[config.mk]
export PLATFORM = sky130hd
export DESIGN_NAME = resi_status_irq
export DESIGN_NICKNAME = d
export VERILOG_FILES = /design/src/resi_pkg.sv /design/src/resi_status_irq.sv
export SDC_FILE = /design/constraint.sdc
export NUM_CORES = 1
export LEC_CHECK = 0
export ABC_AREA = 0
export ABC_CLOCK_PERIOD_IN_PS = 2100
export BUFFER_PORTS_ARGS = -buffer_cell sky130_fd_sc_hd__buf_2
export CORE_AREA = 2 2 106 108
export CTS_BUF_LIST = sky130_fd_sc_hd__clkbuf_8
export DETAILED_ROUTE_END_ITERATION = 6
export DIE_AREA = 0 0 108 110
export PLACE_DENSITY_LB_ADDON = 0.15
export SETUP_SLACK_MARGIN = 0.15
export SLEW_MARGIN = 20
export SYNTH_ARGS = -nofsm -noshare
export SYNTH_HDL_FRONTEND = slang
export SYNTH_SLANG_ARGS = --single-unit
[constraint.sdc]
create_clock -name clk -period 2.1 [get_ports clk]
set_input_delay 0 -clock clk [delete_from_list [all_inputs] [get_ports clk]]
set_output_delay 0 -clock clk [all_outputs]
set_load 0.1 [all_outputs]
[src/resi_pkg.sv]
// Shared constants of the clock event status and interrupt block
package resi_pkg;

   // ************************************************
   // Register byte addresses
   // ************************************************
   localparam logic [31:0] ADR_CONTROL_WORD = 32'h400E_1460;
   localparam logic [31:0] ADR_CLOCK_ENTRY = 32'h400E_1468;
   localparam logic [31:0] ADR_DATE_ENTRY = 32'h400E_146C;
   localparam logic [31:0] ADR_CLOCK_ALARM = 32'h400E_1470;
   localparam logic [31:0] ADR_DATE_ALARM = 32'h400E_1474;
   localparam logic [31:0] ADR_EVENT_STATUS = 32'h400E_1478;
   localparam logic [31:0] ADR_STATUS_CLEAR_COMMAND = 32'h400E_147C;
   localparam logic [31:0] ADR_IRQ_ENABLE_SET = 32'h400E_1480;
   localparam logic [31:0] ADR_IRQ_ENABLE_CLEAR = 32'h400E_1484;
   localparam logic [31:0] ADR_IRQ_MASK_VIEW = 32'h400E_1488;
   localparam logic [31:0] ADR_ENTRY_VALIDITY = 32'h400E_148C;

   // ************************************************
   // Status, mask and validity bit positions
   // ************************************************
   localparam int NUM_SRC = 6;
   localparam int B_GRANT = 0;
   localparam int B_MATCH = 1;
   localparam int B_TICK = 2;
   localparam int B_CLOCK_EV = 3;
   localparam int B_DATE_EV = 4;
   localparam int B_CORRUPT = 5;
   localparam int B_BAD_CLOCK = 0;
   localparam int B_BAD_DATE = 1;
   localparam int B_BAD_CLOCK_ALM = 2;
   localparam int B_BAD_DATE_ALM = 3;

   // ************************************************
   // Field positions of the clock, date and alarm words
   // ************************************************
   localparam int F_SEC = 0;
   localparam int F_MIN = 8;
   localparam int F_HOUR = 16;
   localparam int F_AMPM = 22;
   localparam int F_CENT = 0;
   localparam int F_YEAR = 8;
   localparam int F_MONTH = 16;
   localparam int F_DAY = 21;
   localparam int F_DATE = 24;
   localparam int E_SEC = 7;
   localparam int E_MIN = 15;
   localparam int E_HOUR = 23;
   localparam int E_MONTH = 23;
   localparam int E_DATE = 31;
   localparam int F_CLK_SEL = 8;
   localparam int F_DATE_SEL = 16;

   // ************************************************
   // Event selector codes
   // ************************************************
   localparam logic [1:0] SEL_MINUTE = 2'h0;
   localparam logic [1:0] SEL_HOUR = 2'h1;
   localparam logic [1:0] SEL_MIDNIGHT = 2'h2;
   localparam logic [1:0] SEL_NOON = 2'h3;
   localparam logic [1:0] SEL_WEEK = 2'h0;
   localparam logic [1:0] SEL_MONTH = 2'h1;
   localparam logic [1:0] SEL_YEAR = 2'h2;

   // ************************************************
   // Legal BCD ranges and reset values
   // ************************************************
   localparam logic [7:0] BCD_ZERO = 8'h00;
   localparam logic [7:0] BCD_ONE = 8'h01;
   localparam logic [7:0] BCD_MAX_MS = 8'h59;
   localparam logic [7:0] BCD_MAX_H12 = 8'h12;
   localparam logic [7:0] BCD_MAX_H24 = 8'h23;
   localparam logic [7:0] BCD_MIN_CENT = 8'h19;
   localparam logic [7:0] BCD_MAX_CENT = 8'h20;
   localparam logic [7:0] BCD_MAX_YEAR = 8'h99;
   localparam logic [7:0] BCD_MAX_MONTH = 8'h12;
   localparam logic [7:0] BCD_MAX_DAY = 8'h07;
   localparam logic [7:0] BCD_MAX_DATE = 8'h31;
   localparam logic [3:0] BCD_DIGIT_MAX = 4'h9;
   localparam logic [31:0] RST_WORD = 32'h0000_0000;
endpackage

[src/resi_status_irq.sv]
// Event status flags, interrupt mask and entry validity of the calendar clock
//
// Strobed register access was decided locally.
`timescale 1ns/100ps

// Operation
// - Alarm flag sets when current time and date meet enabled alarm fields.
// - One-second tick flag sets on every tick and stays set until cleared.
// - Clock event flag sets on the selected time event, held until cleared.
// - Control selector picks minute, hour, noon or midnight as time event.
// - Date period flag sets on the selected calendar event, held until cleared.
// - Control selector picks week, month or year rollover as calendar event.
// - Corruption flag sets on invalid or non-BCD counters, stays while invalid.
// - Corruption flag reads zero only after counters stayed valid since clearing.
// - Writing one to a clear command bit clears its flag; zero does nothing.
// - Writing one to an enable bit enables that interrupt source.
// - Writing one to a disable bit disables that interrupt source.
// - Mask view reads one for enabled sources, zero for disabled ones.
// - Validity bits 0 and 1 flag invalid clock and date entries.
// - Validity bits 2 and 3 flag invalid alarm entries until reprogrammed.
// - Grant flag sets while counters are stopped for software update.
// - Each alarm field takes part in matching only when enabled.
module resi_status_irq (
   input wire logic clk, // 25 MHz clock
   input wire logic rstn, // Asynchronous reset, active low
   input wire logic ce, // Clock enable, freezes all state
   input wire logic [31:0] addr, // Register byte address
   input wire logic [31:0] wdata, // Write data
   input wire logic wr, // Write strobe
   input wire logic rd, // Read strobe
   output logic [31:0] rdata, // Read data, cycle after rd
   input wire logic [31:0] cur_clock, // Running clock counters
   input wire logic [31:0] cur_date, // Running date counters
   input wire logic mode_12h, // Counters run in 12-hour mode
   input wire logic updating, // Counters stopped for update
   input wire logic tick_1hz, // One-second pulse
   input wire logic minute_roll, // Minute change pulse
   input wire logic hour_roll, // Hour change pulse
   input wire logic noon_evt, // Noon pulse
   input wire logic midnight_evt, // Day change pulse
   input wire logic week_roll, // Week change pulse
   input wire logic month_roll, // Month change pulse
   input wire logic year_roll, // Year change pulse
   output logic irq // Level interrupt request
);

   localparam int N = resi_pkg::NUM_SRC;

   // ************************************************
   // Range checks
   // ************************************************

   // Packed BCD compares in order once both digits are legal
   function automatic logic bcd_rng(input logic [7:0] v, input logic [7:0] lo,
                                    input logic [7:0] hi);
      logic dig;
      dig = (v[3:0] <= resi_pkg::BCD_DIGIT_MAX) && (v[7:4] <= resi_pkg::BCD_DIGIT_MAX);
      return dig && (v >= lo) && (v <= hi);
   endfunction

   // Hour range depends on the 12/24 mode
   function automatic logic hour_ok(input logic [31:0] w, input logic m12);
      logic [7:0] h;
      h = {2'h0, w[resi_pkg::F_HOUR +: 6]};
      if (m12) begin
         return bcd_rng(h, resi_pkg::BCD_ONE, resi_pkg::BCD_MAX_H12);
      end
      return bcd_rng(h, resi_pkg::BCD_ZERO, resi_pkg::BCD_MAX_H24) && !w[resi_pkg::F_AMPM];
   endfunction

   // Second, minute and hour of a clock or alarm word
   function automatic logic clock_ok(input logic [31:0] w, input logic m12);
      logic s;
      logic m;
      s = bcd_rng({1'b0, w[resi_pkg::F_SEC +: 7]}, resi_pkg::BCD_ZERO, resi_pkg::BCD_MAX_MS);
      m = bcd_rng({1'b0, w[resi_pkg::F_MIN +: 7]}, resi_pkg::BCD_ZERO, resi_pkg::BCD_MAX_MS);
      return s && m && hour_ok(w, m12);
   endfunction

   // Month and date of a date or alarm word
   function automatic logic md_ok(input logic [31:0] w);
      logic mo;
      logic dt;
      mo = bcd_rng({3'h0, w[resi_pkg::F_MONTH +: 5]}, resi_pkg::BCD_ONE, resi_pkg::BCD_MAX_MONTH);
      dt = bcd_rng({2'h0, w[resi_pkg::F_DATE +: 6]}, resi_pkg::BCD_ONE, resi_pkg::BCD_MAX_DATE);
      return mo && dt;
   endfunction

   // Full date word: century, year, weekday, month, date
   function automatic logic date_ok(input logic [31:0] w);
      logic c;
      logic y;
      logic d;
      c = bcd_rng({1'b0, w[resi_pkg::F_CENT +: 7]}, resi_pkg::BCD_MIN_CENT, resi_pkg::BCD_MAX_CENT);
      y = bcd_rng(w[resi_pkg::F_YEAR +: 8], resi_pkg::BCD_ZERO, resi_pkg::BCD_MAX_YEAR);
      d = bcd_rng({5'h0, w[resi_pkg::F_DAY +: 3]}, resi_pkg::BCD_ONE, resi_pkg::BCD_MAX_DAY);
      return c && y && d && md_ok(w);
   endfunction

   // ************************************************
   // Register state
   // ************************************************
   logic [N-1:0] stat_q;
   logic [N-1:0] mask_q;
   logic [3:0] bad_q;
   logic [1:0] clk_sel_q;
   logic [1:0] date_sel_q;
   logic [31:0] clock_alarm_q;
   logic [31:0] date_alarm_q;
   logic match_prev_q;
   logic [N-1:0] set_v;
   logic [N-1:0] clr_v;
   logic match_now;
   logic counters_bad;
   logic clock_sel_evt;
   logic date_sel_evt;

   // Write decodes
   logic wr_ctl;
   logic wr_clock;
   logic wr_date;
   logic wr_clk_alm;
   logic wr_date_alm;
   logic wr_clr;
   logic wr_ien;
   logic wr_idis;
   assign wr_ctl = wr && (addr == resi_pkg::ADR_CONTROL_WORD);
   assign wr_clock = wr && (addr == resi_pkg::ADR_CLOCK_ENTRY);
   assign wr_date = wr && (addr == resi_pkg::ADR_DATE_ENTRY);
   assign wr_clk_alm = wr && (addr == resi_pkg::ADR_CLOCK_ALARM);
   assign wr_date_alm = wr && (addr == resi_pkg::ADR_DATE_ALARM);
   assign wr_clr = wr && (addr == resi_pkg::ADR_STATUS_CLEAR_COMMAND);
   assign wr_ien = wr && (addr == resi_pkg::ADR_IRQ_ENABLE_SET);
   assign wr_idis = wr && (addr == resi_pkg::ADR_IRQ_ENABLE_CLEAR);

   // ************************************************
   // Event sources
   // ************************************************

   // Time event mux; all four codes are legal
   always_comb begin
      unique case (clk_sel_q)
         resi_pkg::SEL_MINUTE: clock_sel_evt = minute_roll;
         resi_pkg::SEL_HOUR: clock_sel_evt = hour_roll;
         resi_pkg::SEL_MIDNIGHT: clock_sel_evt = midnight_evt;
         resi_pkg::SEL_NOON: clock_sel_evt = noon_evt;
      endcase
   end

   // Calendar event mux; the fourth code selects nothing
   always_comb begin
      unique case (date_sel_q)
         resi_pkg::SEL_WEEK: date_sel_evt = week_roll;
         resi_pkg::SEL_MONTH: date_sel_evt = month_roll;
         resi_pkg::SEL_YEAR: date_sel_evt = year_roll;
         default: date_sel_evt = 1'b0;
      endcase
   end

   // Alarm compare; no enabled field means no alarm at all
   always_comb begin
      logic any_en;
      logic hit;
      any_en = 1'b0;
      hit = 1'b1;
      if (clock_alarm_q[resi_pkg::E_SEC]) begin
         any_en = 1'b1;
         hit = hit && (clock_alarm_q[resi_pkg::F_SEC +: 7] == cur_clock[resi_pkg::F_SEC +: 7]);
      end
      if (clock_alarm_q[resi_pkg::E_MIN]) begin
         any_en = 1'b1;
         hit = hit && (clock_alarm_q[resi_pkg::F_MIN +: 7] == cur_clock[resi_pkg::F_MIN +: 7]);
      end
      if (clock_alarm_q[resi_pkg::E_HOUR]) begin
         any_en = 1'b1;
         hit = hit && (clock_alarm_q[resi_pkg::F_HOUR +: 7] == cur_clock[resi_pkg::F_HOUR +: 7]);
      end
      if (date_alarm_q[resi_pkg::E_MONTH]) begin
         any_en = 1'b1;
         hit = hit && (date_alarm_q[resi_pkg::F_MONTH +: 5] == cur_date[resi_pkg::F_MONTH +: 5]);
      end
      if (date_alarm_q[resi_pkg::E_DATE]) begin
         any_en = 1'b1;
         hit = hit && (date_alarm_q[resi_pkg::F_DATE +: 6] == cur_date[resi_pkg::F_DATE +: 6]);
      end
      match_now = any_en && hit;
   end

   // Running counters checked every cycle
   assign counters_bad = !clock_ok(cur_clock, mode_12h) || !date_ok(cur_date);

   // Set and clear vectors; flag sets only on the rising edge of a match,
   // so a clear during the matching second is not undone at once
   always_comb begin
      set_v = '0;
      set_v[resi_pkg::B_GRANT] = updating;
      set_v[resi_pkg::B_MATCH] = match_now && !match_prev_q;
      set_v[resi_pkg::B_TICK] = tick_1hz;
      set_v[resi_pkg::B_CLOCK_EV] = clock_sel_evt;
      set_v[resi_pkg::B_DATE_EV] = date_sel_evt;
      set_v[resi_pkg::B_CORRUPT] = counters_bad;
      clr_v = wr_clr ? wdata[N-1:0] : '0;
   end

   // ************************************************
   // Status flags
   // ************************************************

   // Set wins over clear; corruption and grant re-set while their cause stays
   always_ff @(posedge clk or negedge rstn) begin
      if (!rstn) begin
         stat_q <= '0;
         match_prev_q <= 1'b0;
      end else if (ce) begin
         stat_q <= (stat_q & ~clr_v) | set_v;
         match_prev_q <= match_now;
      end
   end

   // ************************************************
   // Interrupt mask and output
   // ************************************************

   // One strobe per cycle, so enable and disable never meet
   always_ff @(posedge clk or negedge rstn) begin
      if (!rstn) begin
         mask_q <= '0;
      end else if (ce) begin
         if (wr_ien) begin
            mask_q <= mask_q | wdata[N-1:0];
         end else if (wr_idis) begin
            mask_q <= mask_q & ~wdata[N-1:0];
         end
      end
   end

   // Registered level request, one cycle behind the flags
   always_ff @(posedge clk or negedge rstn) begin
      if (!rstn) begin
         irq <= 1'b0;
      end else if (ce) begin
         irq <= |(stat_q & mask_q);
      end
   end

   // ************************************************
   // Control, alarm and validity registers
   // ************************************************

   // Selectors and alarm words
   always_ff @(posedge clk or negedge rstn) begin
      if (!rstn) begin
         clk_sel_q <= resi_pkg::SEL_MINUTE;
         date_sel_q <= resi_pkg::SEL_WEEK;
         clock_alarm_q <= resi_pkg::RST_WORD;
         date_alarm_q <= resi_pkg::RST_WORD;
      end else if (ce) begin
         if (wr_ctl) begin
            clk_sel_q <= wdata[resi_pkg::F_CLK_SEL +: 2];
            date_sel_q <= wdata[resi_pkg::F_DATE_SEL +: 2];
         end
         if (wr_clk_alm) begin
            clock_alarm_q <= wdata;
         end
         if (wr_date_alm) begin
            date_alarm_q <= wdata;
         end
      end
   end

   // Each bit judged afresh on every write of its register
   always_ff @(posedge clk or negedge rstn) begin
      if (!rstn) begin
         bad_q <= '0;
      end else if (ce) begin
         if (wr_clock) begin
            bad_q[resi_pkg::B_BAD_CLOCK] <= !clock_ok(wdata, mode_12h);
         end
         if (wr_date) begin
            bad_q[resi_pkg::B_BAD_DATE] <= !date_ok(wdata);
         end
         if (wr_clk_alm) begin
            bad_q[resi_pkg::B_BAD_CLOCK_ALM] <= !clock_ok(wdata, mode_12h);
         end
         if (wr_date_alm) begin
            bad_q[resi_pkg::B_BAD_DATE_ALM] <= !md_ok(wdata);
         end
      end
   end

   // ************************************************
   // Read port
   // ************************************************

   // Data stand for one cycle only; write-only and unmapped read zero
   always_ff @(posedge clk or negedge rstn) begin
      if (!rstn) begin
         rdata <= resi_pkg::RST_WORD;
      end else if (ce) begin
         rdata <= resi_pkg::RST_WORD;
         if (rd) begin
            unique case (addr)
               resi_pkg::ADR_CONTROL_WORD: begin
                  rdata[resi_pkg::F_CLK_SEL +: 2] <= clk_sel_q;
                  rdata[resi_pkg::F_DATE_SEL +: 2] <= date_sel_q;
               end
               resi_pkg::ADR_CLOCK_ALARM: rdata <= clock_alarm_q;
               resi_pkg::ADR_DATE_ALARM: rdata <= date_alarm_q;
               resi_pkg::ADR_EVENT_STATUS: rdata[N-1:0] <= stat_q;
               resi_pkg::ADR_IRQ_MASK_VIEW: rdata[N-1:0] <= mask_q;
               resi_pkg::ADR_ENTRY_VALIDITY: rdata[3:0] <= bad_q;
               default: rdata <= resi_pkg::RST_WORD;
            endcase
         end
      end
   end

   // ************************************************
   // Checks
   // ************************************************

   tick_sticky_a: assert property (@(posedge clk) disable iff (!rstn)
      ce && tick_1hz |=> stat_q[resi_pkg::B_TICK])
      else $error("tick flag not set");

   clear_works_a: assert property (@(posedge clk) disable iff (!rstn)
      ce && wr_clr && wdata[resi_pkg::B_TICK] && !tick_1hz |=> !stat_q[resi_pkg::B_TICK])
      else $error("tick flag not cleared");

   flag_holds_a: assert property (@(posedge clk) disable iff (!rstn)
      ce && stat_q[resi_pkg::B_CLOCK_EV] && !wr_clr |=> stat_q[resi_pkg::B_CLOCK_EV])
      else $error("clock event flag dropped");

   corrupt_set_a: assert property (@(posedge clk) disable iff (!rstn)
      ce && counters_bad |=> stat_q[resi_pkg::B_CORRUPT])
      else $error("corruption flag not set");

   mask_on_a: assert property (@(posedge clk) disable iff (!rstn)
      ce && wr_ien |=> (mask_q & $past(wdata[N-1:0])) == $past(wdata[N-1:0]))
      else $error("enable write lost");

   mask_off_a: assert property (@(posedge clk) disable iff (!rstn)
      ce && wr_idis |=> (mask_q & $past(wdata[N-1:0])) == '0)
      else $error("disable write lost");

   irq_follow_a: assert property (@(posedge clk) disable iff (!rstn)
      ce && $past(ce) ##1 ce |-> irq == $past(|(stat_q & mask_q)))
      else $error("interrupt does not follow flags");

   alarm_rise_a: assert property (@(posedge clk) disable iff (!rstn)
      ce && match_now && !match_prev_q |=> stat_q[resi_pkg::B_MATCH])
      else $error("alarm flag not set");

   grant_set_a: assert property (@(posedge clk) disable iff (!rstn)
      ce && updating |=> stat_q[resi_pkg::B_GRANT])
      else $error("grant flag not set");

   read_once_a: assert property (@(posedge clk) disable iff (!rstn)
      ce && rd && addr == resi_pkg::ADR_IRQ_MASK_VIEW ##1 ce && !rd |=> rdata == resi_pkg::RST_WORD)
      else $error("read data held too long");

   clock_event_a: assert property (@(posedge clk) disable iff (!rstn)
      ce && clock_sel_evt |=> stat_q[resi_pkg::B_CLOCK_EV])
      else $error("clock event flag not set");

   date_event_a: assert property (@(posedge clk) disable iff (!rstn)
      ce && date_sel_evt |=> stat_q[resi_pkg::B_DATE_EV])
      else $error("date event flag not set");

   mask_keep_a: assert property (@(posedge clk) disable iff (!rstn)
      ce && !wr_ien && !wr_idis |=> mask_q == $past(mask_q))
      else $error("mask changed without write");

   alarm_keep_a: assert property (@(posedge clk) disable iff (!rstn)
      ce && !wr_clk_alm |=> bad_q[resi_pkg::B_BAD_CLOCK_ALM] == $past(bad_q[resi_pkg::B_BAD_CLOCK_ALM]))
      else $error("alarm validity changed");

endmodule

* After elaboration in Yosys (flattened, before gate mapping) *
Cells that the tools add are included.

word-level totals
  output and inout port bits = 33
  register bits after elaboration = 118
  RAM bits = 0
  bits in latches = 0
  memories kept = 0
  bits in read-only memories = 0
  bits of input ports = 143

cells by class
  muxes and demuxes = 37
  div/mod/pow operators = 0
  bitwise logic cells = 7
  equality and inequality tests = 21
  add/sub/neg operators = 0
  shifts and indexed selects = 0
  multiply operators = 0
  $lt $le $gt $ge = 52
  reduce and logical (&&, ||, !) cells = 88

operators by type and width
  operator                count
  $eq A32 B31 Y1 const B  11
  $logic_and A1 B1 Y1     68
  $le A4 B4 Y1 const B    13
  $mux W32                1
  $le A3 B4 Y1 const B    7
  $le A7 B7 Y1 const B    4
  $pmux W14 S2            1
  $ge A6 B1 Y1 const B    4
  $le A6 B6 Y1 const B    4
  $mux W1                 24
  $eq A7 B7 Y1            3
  $pmux W4 S5             1
  $and A6 B6 Y6           3
  $mux W6                 3
  $ge A8 B1 Y1 const B    2
  $le A2 B4 Y1 const B    4
  $le A8 B8 Y1 const B    2
  $ge A7 B5 Y1 const B    2
  $le A7 B6 Y1 const B    2
  $le A6 B5 Y1 const B    2
  $not A6 Y6              2
  $or A6 B6 Y6            2
  $pmux W2 S3             2
  $pmux W6 S2             1
  17 further kinds        37

* Logic depth before layout (Yosys ltp) *
Gate-level depths: netlist of the first run.

  depth in word-level cells = 13
  gate-level depth with buffers = 6
  depth with buffers taken out = 5

* Worst setup path before layout of the first run *
OpenSTA, ideal clock, no wires.

  path type = input-to-reg
  start = input port addr[29]
  end = register bad_q[2]
  stages on the path = 6
  arrival = 1679 ps
  path buffers = 1
  slack = 295 ps
  path through = nor4b_2 nand4_2 nor4_4 nand3b_4 buf_6 mux2_4

on the way
  cells in the longest elaborated chain, start to end = 3

ends and longest elaborated chain
  item                            line                    text
  start: declaration              resi_status_irq.sv:27   input wire logic [31:0] addr,
  $eq A32 B31 Y1                  resi_status_irq.sv:130  assign wr_clk_alm = wr && (addr == resi_pkg::ADR_CLOCK_ALARM);
  $logic_and A1 B1 Y1             resi_status_irq.sv:130
  $reduce_and A2 Y1 (no line)     -
  end signal: indexed assignment  resi_status_irq.sv:277  bad_q[resi_pkg::B_BAD_CLOCK] <= !clock_ok(wdata, mode_12h);
  end signal: indexed assignment  resi_status_irq.sv:280  bad_q[resi_pkg::B_BAD_DATE] <= !date_ok(wdata);
  end signal: indexed assignment  resi_status_irq.sv:283  bad_q[resi_pkg::B_BAD_CLOCK_ALM] <= !clock_ok(wdata, mode_12h);
  end: declaration                resi_status_irq.sv:105  logic [3:0] bad_q;

No other way between the ends.
A chain may end at the register's enable or synchronous reset.

* Worst setup path in the final report of the first run *
  start = input port addr[29]
  end = register stat_q[0]

on the way
  cells in the longest elaborated chain, start to end = 6

ends and longest elaborated chain
  item                    line                    text
  $eq A32 B31 Y1          resi_status_irq.sv:132  assign wr_clr = wr && (addr == resi_pkg::ADR_STATUS_CLEAR_COMMAND);
  $logic_and A1 B1 Y1     resi_status_irq.sv:132
  $mux W6                 resi_status_irq.sv:202  clr_v = wr_clr ? wdata[N-1:0] : '0;
  $not A6 Y6              resi_status_irq.sv:215  stat_q <= (stat_q & ~clr_v) | set_v;
  $and A6 B6 Y6           resi_status_irq.sv:215
  $or A6 B6 Y6            resi_status_irq.sv:215
  end signal: assignment  resi_status_irq.sv:215
  end: declaration        resi_status_irq.sv:103  logic [N-1:0] stat_q;

No other way between the ends.

==> results of run 1 <==
==> worst register-to-register path, cell delays in order, from the launching register on <==
cell,delay (ns)
dfrtp_1,0.41
xnor2_1,0.21
nand4_1,0.13
o41ai_1,0.47
nand3_1,0.18
o31ai_1,0.25
==> state kept, by name (all words and copies together) (netlist names), named ones only <==
signal         count
clock_alarm_q     32
date_alarm_q      32
rdata             32
stat_q             6
bad_q              4
clk_sel_q          2
date_sel_q         2
irq                1
match_prev_q       1
==> worst paths after layout <==
path	startpoint	slack (ns)	end	cells after the start
max in group asynchronous	rstn	1.29	date_alarm_q[8]	3
min	month_roll	0.02	stat_q[4]	4
max reg2reg	clock_alarm_q[8]	0.36	stat_q[1]	5
min in group asynchronous	rstn	0.09	stat_q[0]	2
min reg2reg	match_prev_q	0.47	stat_q[1]	1
max	addr[29]	0.29	stat_q[0]	9
==> layout make-up <==
type                       count  area [sq um]  area share [%]
timing repair buffer         220          1390            17.5
multi-input combinational    350          3080            38.7
clock buffer                  23           317            3.97
clock inverter                 5          50.0           0.628
sequential                   118          2950            37.0
inverter                       1          3.75          0.0471
tap                          140           175            2.20
==> power by group <==
group | total [uW] | internal (uW) | switching (uW)
Sequential | 2280 | 2280 | 1.74
Clock | 1940 | 1090 | 856
Combinational | 482 | 218 | 264
Total | 4700 | 3580 | 1120
==> cells in the mapped netlist, types with 3 or more instances <==
| library cell | number | area [sq um] |
|---|---|---|
| nor2_1 | 11 | 41.3 |
| buf_6 | 3 | 33.8 |
| nor4b_1 | 3 | 26.3 |
| a32oi_1 | 6 | 52.6 |
| nand3_1 | 17 | 85.1 |
| mux2_4 | 30 | 450 |
| clkbuf_1 | 13 | 48.8 |
| dfrtp_1 | 118 | 2950 |
| o41ai_1 | 3 | 26.3 |
| xor2_1 | 11 | 96.3 |
| o21ai_0 | 15 | 75.1 |
| a22oi_1 | 10 | 75.1 |
| o22ai_1 | 4 | 25.0 |
| o2bb2ai_1 | 32 | 280 |
| or4_1 | 5 | 37.5 |
| nor3_1 | 13 | 65.1 |
| mux2i_1 | 30 | 300 |
| a21oi_1 | 9 | 45.0 |
| o31ai_1 | 3 | 22.5 |
| mux2_2 | 50 | 563 |
| nand4_1 | 7 | 43.8 |
| nor4_1 | 4 | 25.0 |
| nand2_1 | 16 | 60.1 |
| xnor2_1 | 21 | 184 |
| a22o_1 | 6 | 52.6 |
| nor2b_1 | 3 | 18.8 |
| and4b_1 | 3 | 30.0 |
| buf_2 | 4 | 20.0 |
==> per-stage QoR <==
step | util [%] | std cells | setup slack (ns) | power [uW] | area (sq um)
2_1_floorplan | - | 491 | 0.295 | 2470 | 6150
3_3_place_gp | 67.5 | 790 | 0.292 | 2730 | 7220
3_5_place_dp | 67.5 | 790 | 0.228 | 2740 | 7220
4_1_cts | 74.5 | 857 | 0.297 | 4720 | 7970
5_1_grt | 74.5 | 857 | 0.230 | 4890 | 7970
6_report | 74.5 | 857 | 0.286 | 4700 | 7970
==> cell families after synthesis <==
family | Yosys count | synth area share, %
AO/OA/AOI/OAI | 103 | 12.8
buffers and inverters | 23 | 1.85
AND/OR/NAND/NOR | 102 | 10.7
multiplexers | 112 | 21.9
adder cells (fa/ha/maj) | 1 | 0.163
XOR/XNOR | 32 | 4.56
flip-flops | 118 | 48.0
==> layer usage <==
layer  wire length [um]  vias up  GRT usage [%]
li1                   -     2338              -
met1               7010     2585           39.8
met2               8540      244           52.1
met3               1400       36           6.70
met4                478        0           12.9
met5                  0        -              0
==> impl_metrics.toml, run 1 <==
[floorplanning]
die_area_sq_um = 11900
rows = 38
die_x_um = 108
ios = 176
core_sq_um = 10700
die_h_um = 110
floorplan.initialDensity_pct = 57.5

[finish]
synthToLayoutAreaGrowth_pct = 29.6
insertedDiodeCount = 0
num-fill-cells = 758
drive_gt1_share_pct = 42.0
fin_nets = 851
layout_common_cells = "buf_2 (158), dfrtp_1 (118), mux2_2 (50), dlygate4sd3_1 (39), o2bb2ai_1 (32)"
final_common_cell = "buf_2"

[critical_path]
critical_path_buf_inv_count = 4
critPathMostFrequentCell = "buf_4"
crit_fanout = 6
cpMaxStageDelayCell = "dlygate4sd3_1"
cpPeakStageDelay_ns = 0.55
start_kind = "input pin"
crit_path_end_kind = "register"
required_ns = 2.41
path_cells = "buf_2 -> nor4b_2 -> nand4_2 -> buf_4 -> nor4_1 -> buf_4 -> nand2_1 -> a22o_1 -> dlygate4sd3_1"
path_class = "input pin to register"
cp_top_family = "buffers and inverters"
cp.arrival_ns = 2.13

[clock_tree]
cts_resized = 0
htreeDepth = 4
clock-sinks = 118
clock_path_buffers = 2
clk_pin_slew_ns = 0.07
cts.hold.buffers_added = 39
numCtsBuffers = 17
clk_latency_ns = 0.43
cts_tree = "yes"
post-cts-setup-buffers = 0
cts-root-buf = "clkbuf_8"

[drt]
drtPass1Iterations = 4
wirelength_um = 17400
vias = 5203
drt_iter0_markers = 248
wl_per_cell_um = 20.3
drc = 0
avgViaCountPerCell = 6.07
postRouteAntennaNets = 0

[placed_design]
dpl.hpwl_um = 12500
port_buffers = 159
finalWeightedCongestion = 0.940

[job]
cap_violations = 0

[global_routing]
grt_use_total_pct = 31.2
gr-total-overflow = 0
antenna_found_initial = 0
grt_pass1_wl_um = 27700
first_global_vias = 5346
grt_max_degree = 41

[timing]
fin_skew_ns = 0.0114
slew_viol_final = 0
fmax_mhz = 551
setup_tns_ns = 0
relSlewSlack_pct = 56.7
holdWs_ns = 0.0194
fin_crit_ns = 1.81
post-route-period-util_pct = 86.4
final-hold-violation-count = 0
max_slew.worst_pin.slew_ns = 0.649
finalSetupViolations = 0
rsz0062_at_grt = "false"

[min_path]
worstHoldPathType = "input pin to register"

[logic_synthesis]
syn_inst = 491
yosysWarnings = 0
synth_edf_count = 0
ys_seq_area_share_pct = 48.0
yosys_register_bits = 118
synth_area_sq_um = 6150
synth_area_per_cell_sq_um = 12.5
yosys_most_used_dff = "dfrtp_1"
synthArstFlopShare_pct = 100
yosysUniqueCellTypes = 59
synth_nets = 634

[status]
status = "complete, no violations"

[power]
power_density_nw_per_um2 = 590
p_leak_uw = 0.00397
ir_drop_uv = 387
Note: power is estimated with default switching activity, not from simulation.
==> run 2: changes to the inputs <==
--- a/config.mk
+++ b/config.mk
@@ -8,10 +8,10 @@
 export ABC_AREA = 0
 export ABC_CLOCK_PERIOD_IN_PS = 2100
 export BUFFER_PORTS_ARGS = -buffer_cell sky130_fd_sc_hd__buf_2
-export CORE_AREA = 2 2 106 108
+export CORE_AREA = 2 2 120 122
 export CTS_BUF_LIST = sky130_fd_sc_hd__clkbuf_8
 export DETAILED_ROUTE_END_ITERATION = 6
-export DIE_AREA = 0 0 108 110
+export DIE_AREA = 0 0 122 124
 export PLACE_DENSITY_LB_ADDON = 0.15
 export SETUP_SLACK_MARGIN = 0.15
 export SLEW_MARGIN = 20
==> constraint.sdc (replaced) <==
create_clock -name clk -period 2.1 [get_ports clk]
set_input_delay 0.105 -clock clk [delete_from_list [all_inputs] [get_ports clk]]
set_output_delay 0.105 -clock clk [all_outputs]
set_load 0.1 [all_outputs]
==> run 2 against run 1 <==
Clock power rose by 10%. Global-route usage fell by 7.2 points. Critical path depth fell by 3. Critical endpoint is now bad_q[1]. Highest routed layer unchanged.
==> impl_metrics.toml, run 2 (synthesized netlist as in run 1, its figures left out) <==
[status]
status = "complete, no violations"

[critical_path]
critPathLaunch = "wdata[20]"
crit_fanout = 6
reg2reg_slack_ns = 0.36
crit_path_end_kind = "register"
path_class = "input pin to register"
r2r_start = "clock_alarm_q[8]"
r2r-end = "stat_q[1]"
start_kind = "input pin"
cp.arrival_ns = 2.12
required_ns = 2.42
endpoint = "bad_q[1]"
ff2ff_path_depth = 5

[floorplanning]
die_h_um = 124
die_area_sq_um = 15100
rows = 43
floorplan.initialDensity_pct = 44.8
ios = 176
core_sq_um = 13700
die_x_um = 122

[timing]
fmax_mhz = 554
setup_tns_ns = 0
rsz0062_at_grt = "false"
fin_skew_ns = 0.00660
max_slew.worst_pin.slew_ns = 0.640
fin_crit_ns = 1.81
final-hold-violation-count = 0
finalSetupViolations = 0
slew_viol_final = 0
post-route-period-util_pct = 86.0
relSlewSlack_pct = 56.8

[drt]
wl_met1_um = 7240
wl_met2_um = 8390
drtPass1Iterations = 7
drc = 0
vias = 5015
avgViaCountPerCell = 5.63
wl_per_cell_um = 19.4
drt_iter0_markers = 430
postRouteAntennaNets = 0
dr.max_layer_used = "met4"
routed-wl-met3_um = 1320
wirelength_um = 17300

[finish]
multi_input_area_sq_um = 3080
insertedDiodeCount = 0
fin_nets = 841
reg.largest.list = "clock_alarm_q: 32 flops, date_alarm_q: 32 flops, rdata: 32 flops"
fin_util_pct = 58.3
drive_gt1_share_pct = 42.8
final_common_cell = "buf_2"
register_area_sq_um = 2950
layout_common_cells = "buf_2 (158), dfrtp_1 (118), mux2_2 (50), o2bb2ai_1 (32), dlygate4sd3_1 (31)"
num-fill-cells = 1209
synthToLayoutAreaGrowth_pct = 30.0

[power]
power_density_nw_per_um2 = 611
ir_drop_uv = 381
p_total_uw = 4890
p_leak_uw = 0.00396

[global_routing]
first_global_vias = 5211
grt_use_total_pct = 24.0
grt_max_degree = 61
gr-total-overflow = 0
antenna_found_initial = 0
grt_pass1_wl_um = 27300

[clock_tree]
cts-root-buf = "clkbuf_8"
clk_pin_slew_ns = 0.07
clock-sinks = 118
htreeDepth = 4
post-cts-setup-buffers = 0
cts_resized = 0
clock_path_buffers = 2
cts_tree = "yes"
numCtsBuffers = 17
clk_latency_ns = 0.43

[placed_design]
dpl.hpwl_um = 12400
port_buffers = 159
finalWeightedCongestion = 0.900

[job]
cap_violations = 0

[min_path]
worstHoldPathType = "input pin to register"
## run 2: cell count changes in the layout (fill, tap and decap cells not counted), moves of 2 or more
cell / delta
buf_12: +2
clkinv_4: +3
clkbuf_8: -5
dlygate4sd3_1: -8
bufinv_16: +2
buf_4: -4
clkinv_2: +4
## run 2: worst min-delay path by stage
stage | depth (start not counted) | end | from
4_1_cts | 3 | stat_q[4] | wdata[4]
3_3_place_gp | 1 | clock_alarm_q[30] | rstn
5_1_grt | 2 | clock_alarm_q[17] | wdata[17]
3_5_place_dp | 1 | rdata[20] | rstn
6_report | 3 | stat_q[5] | wdata[5]
2_1_floorplan | 0 | async pin | rstn
## run 2: stage by stage
step,setup WS [ns],hold WS (ns),area [sq um],cells
after floorplan,0.190,-0.191,6150,491
after global placement,0.0564,0.151,7280,828
after detailed placement,0.0442,0.157,7280,828
after CTS,0.324,0.00833,7990,891
after global routing,0.241,0.0114,7990,891
final,0.295,0.0276,7990,891
## run 2: area by class of cell
type / instances / area share, %
multi-input combinational: 350 / 38.6
inverter: 1 / 0.0470
timing repair buffer: 210 / 16.5
clock buffer: 18 / 3.10
tap: 180 / 2.82
sequential: 118 / 36.9
clock inverter: 14 / 2.00
## run 2: what timing repair did
item                                    in CTS  in global routing
endpoints found under the setup margin       0                  0
hold endpoints to repair                   104                  0
hold buffers                                31                  0
## run 2: layer usage
layer | GRT usage [%] | vias to the layer above
met5 | 0 | -
met4 | 8.91 | 0
met3 | 5.59 | 18
met2 | 39.6 | 207
met1 | 30.9 | 2478
li1 | - | 2312
## run 2: power by group
part / leakage (uW) / total [uW] / internal [uW] / switching, uW
Combinational: 0.00213 / 474 / 210 / 264
Sequential: 0.00162 / 2280 / 2270 / 2.13
Clock: 0.000209 / 2140 / 1190 / 945
Total: 0.00396 / 4890 / 3680 / 1210
## run 2: critical path: stages
cell           delay, ns
dlygate4sd3_1       0.54
buf_2               0.17
maj3_1              0.38
nor4_1              0.50
nand3_1             0.14
mux2_2              0.29
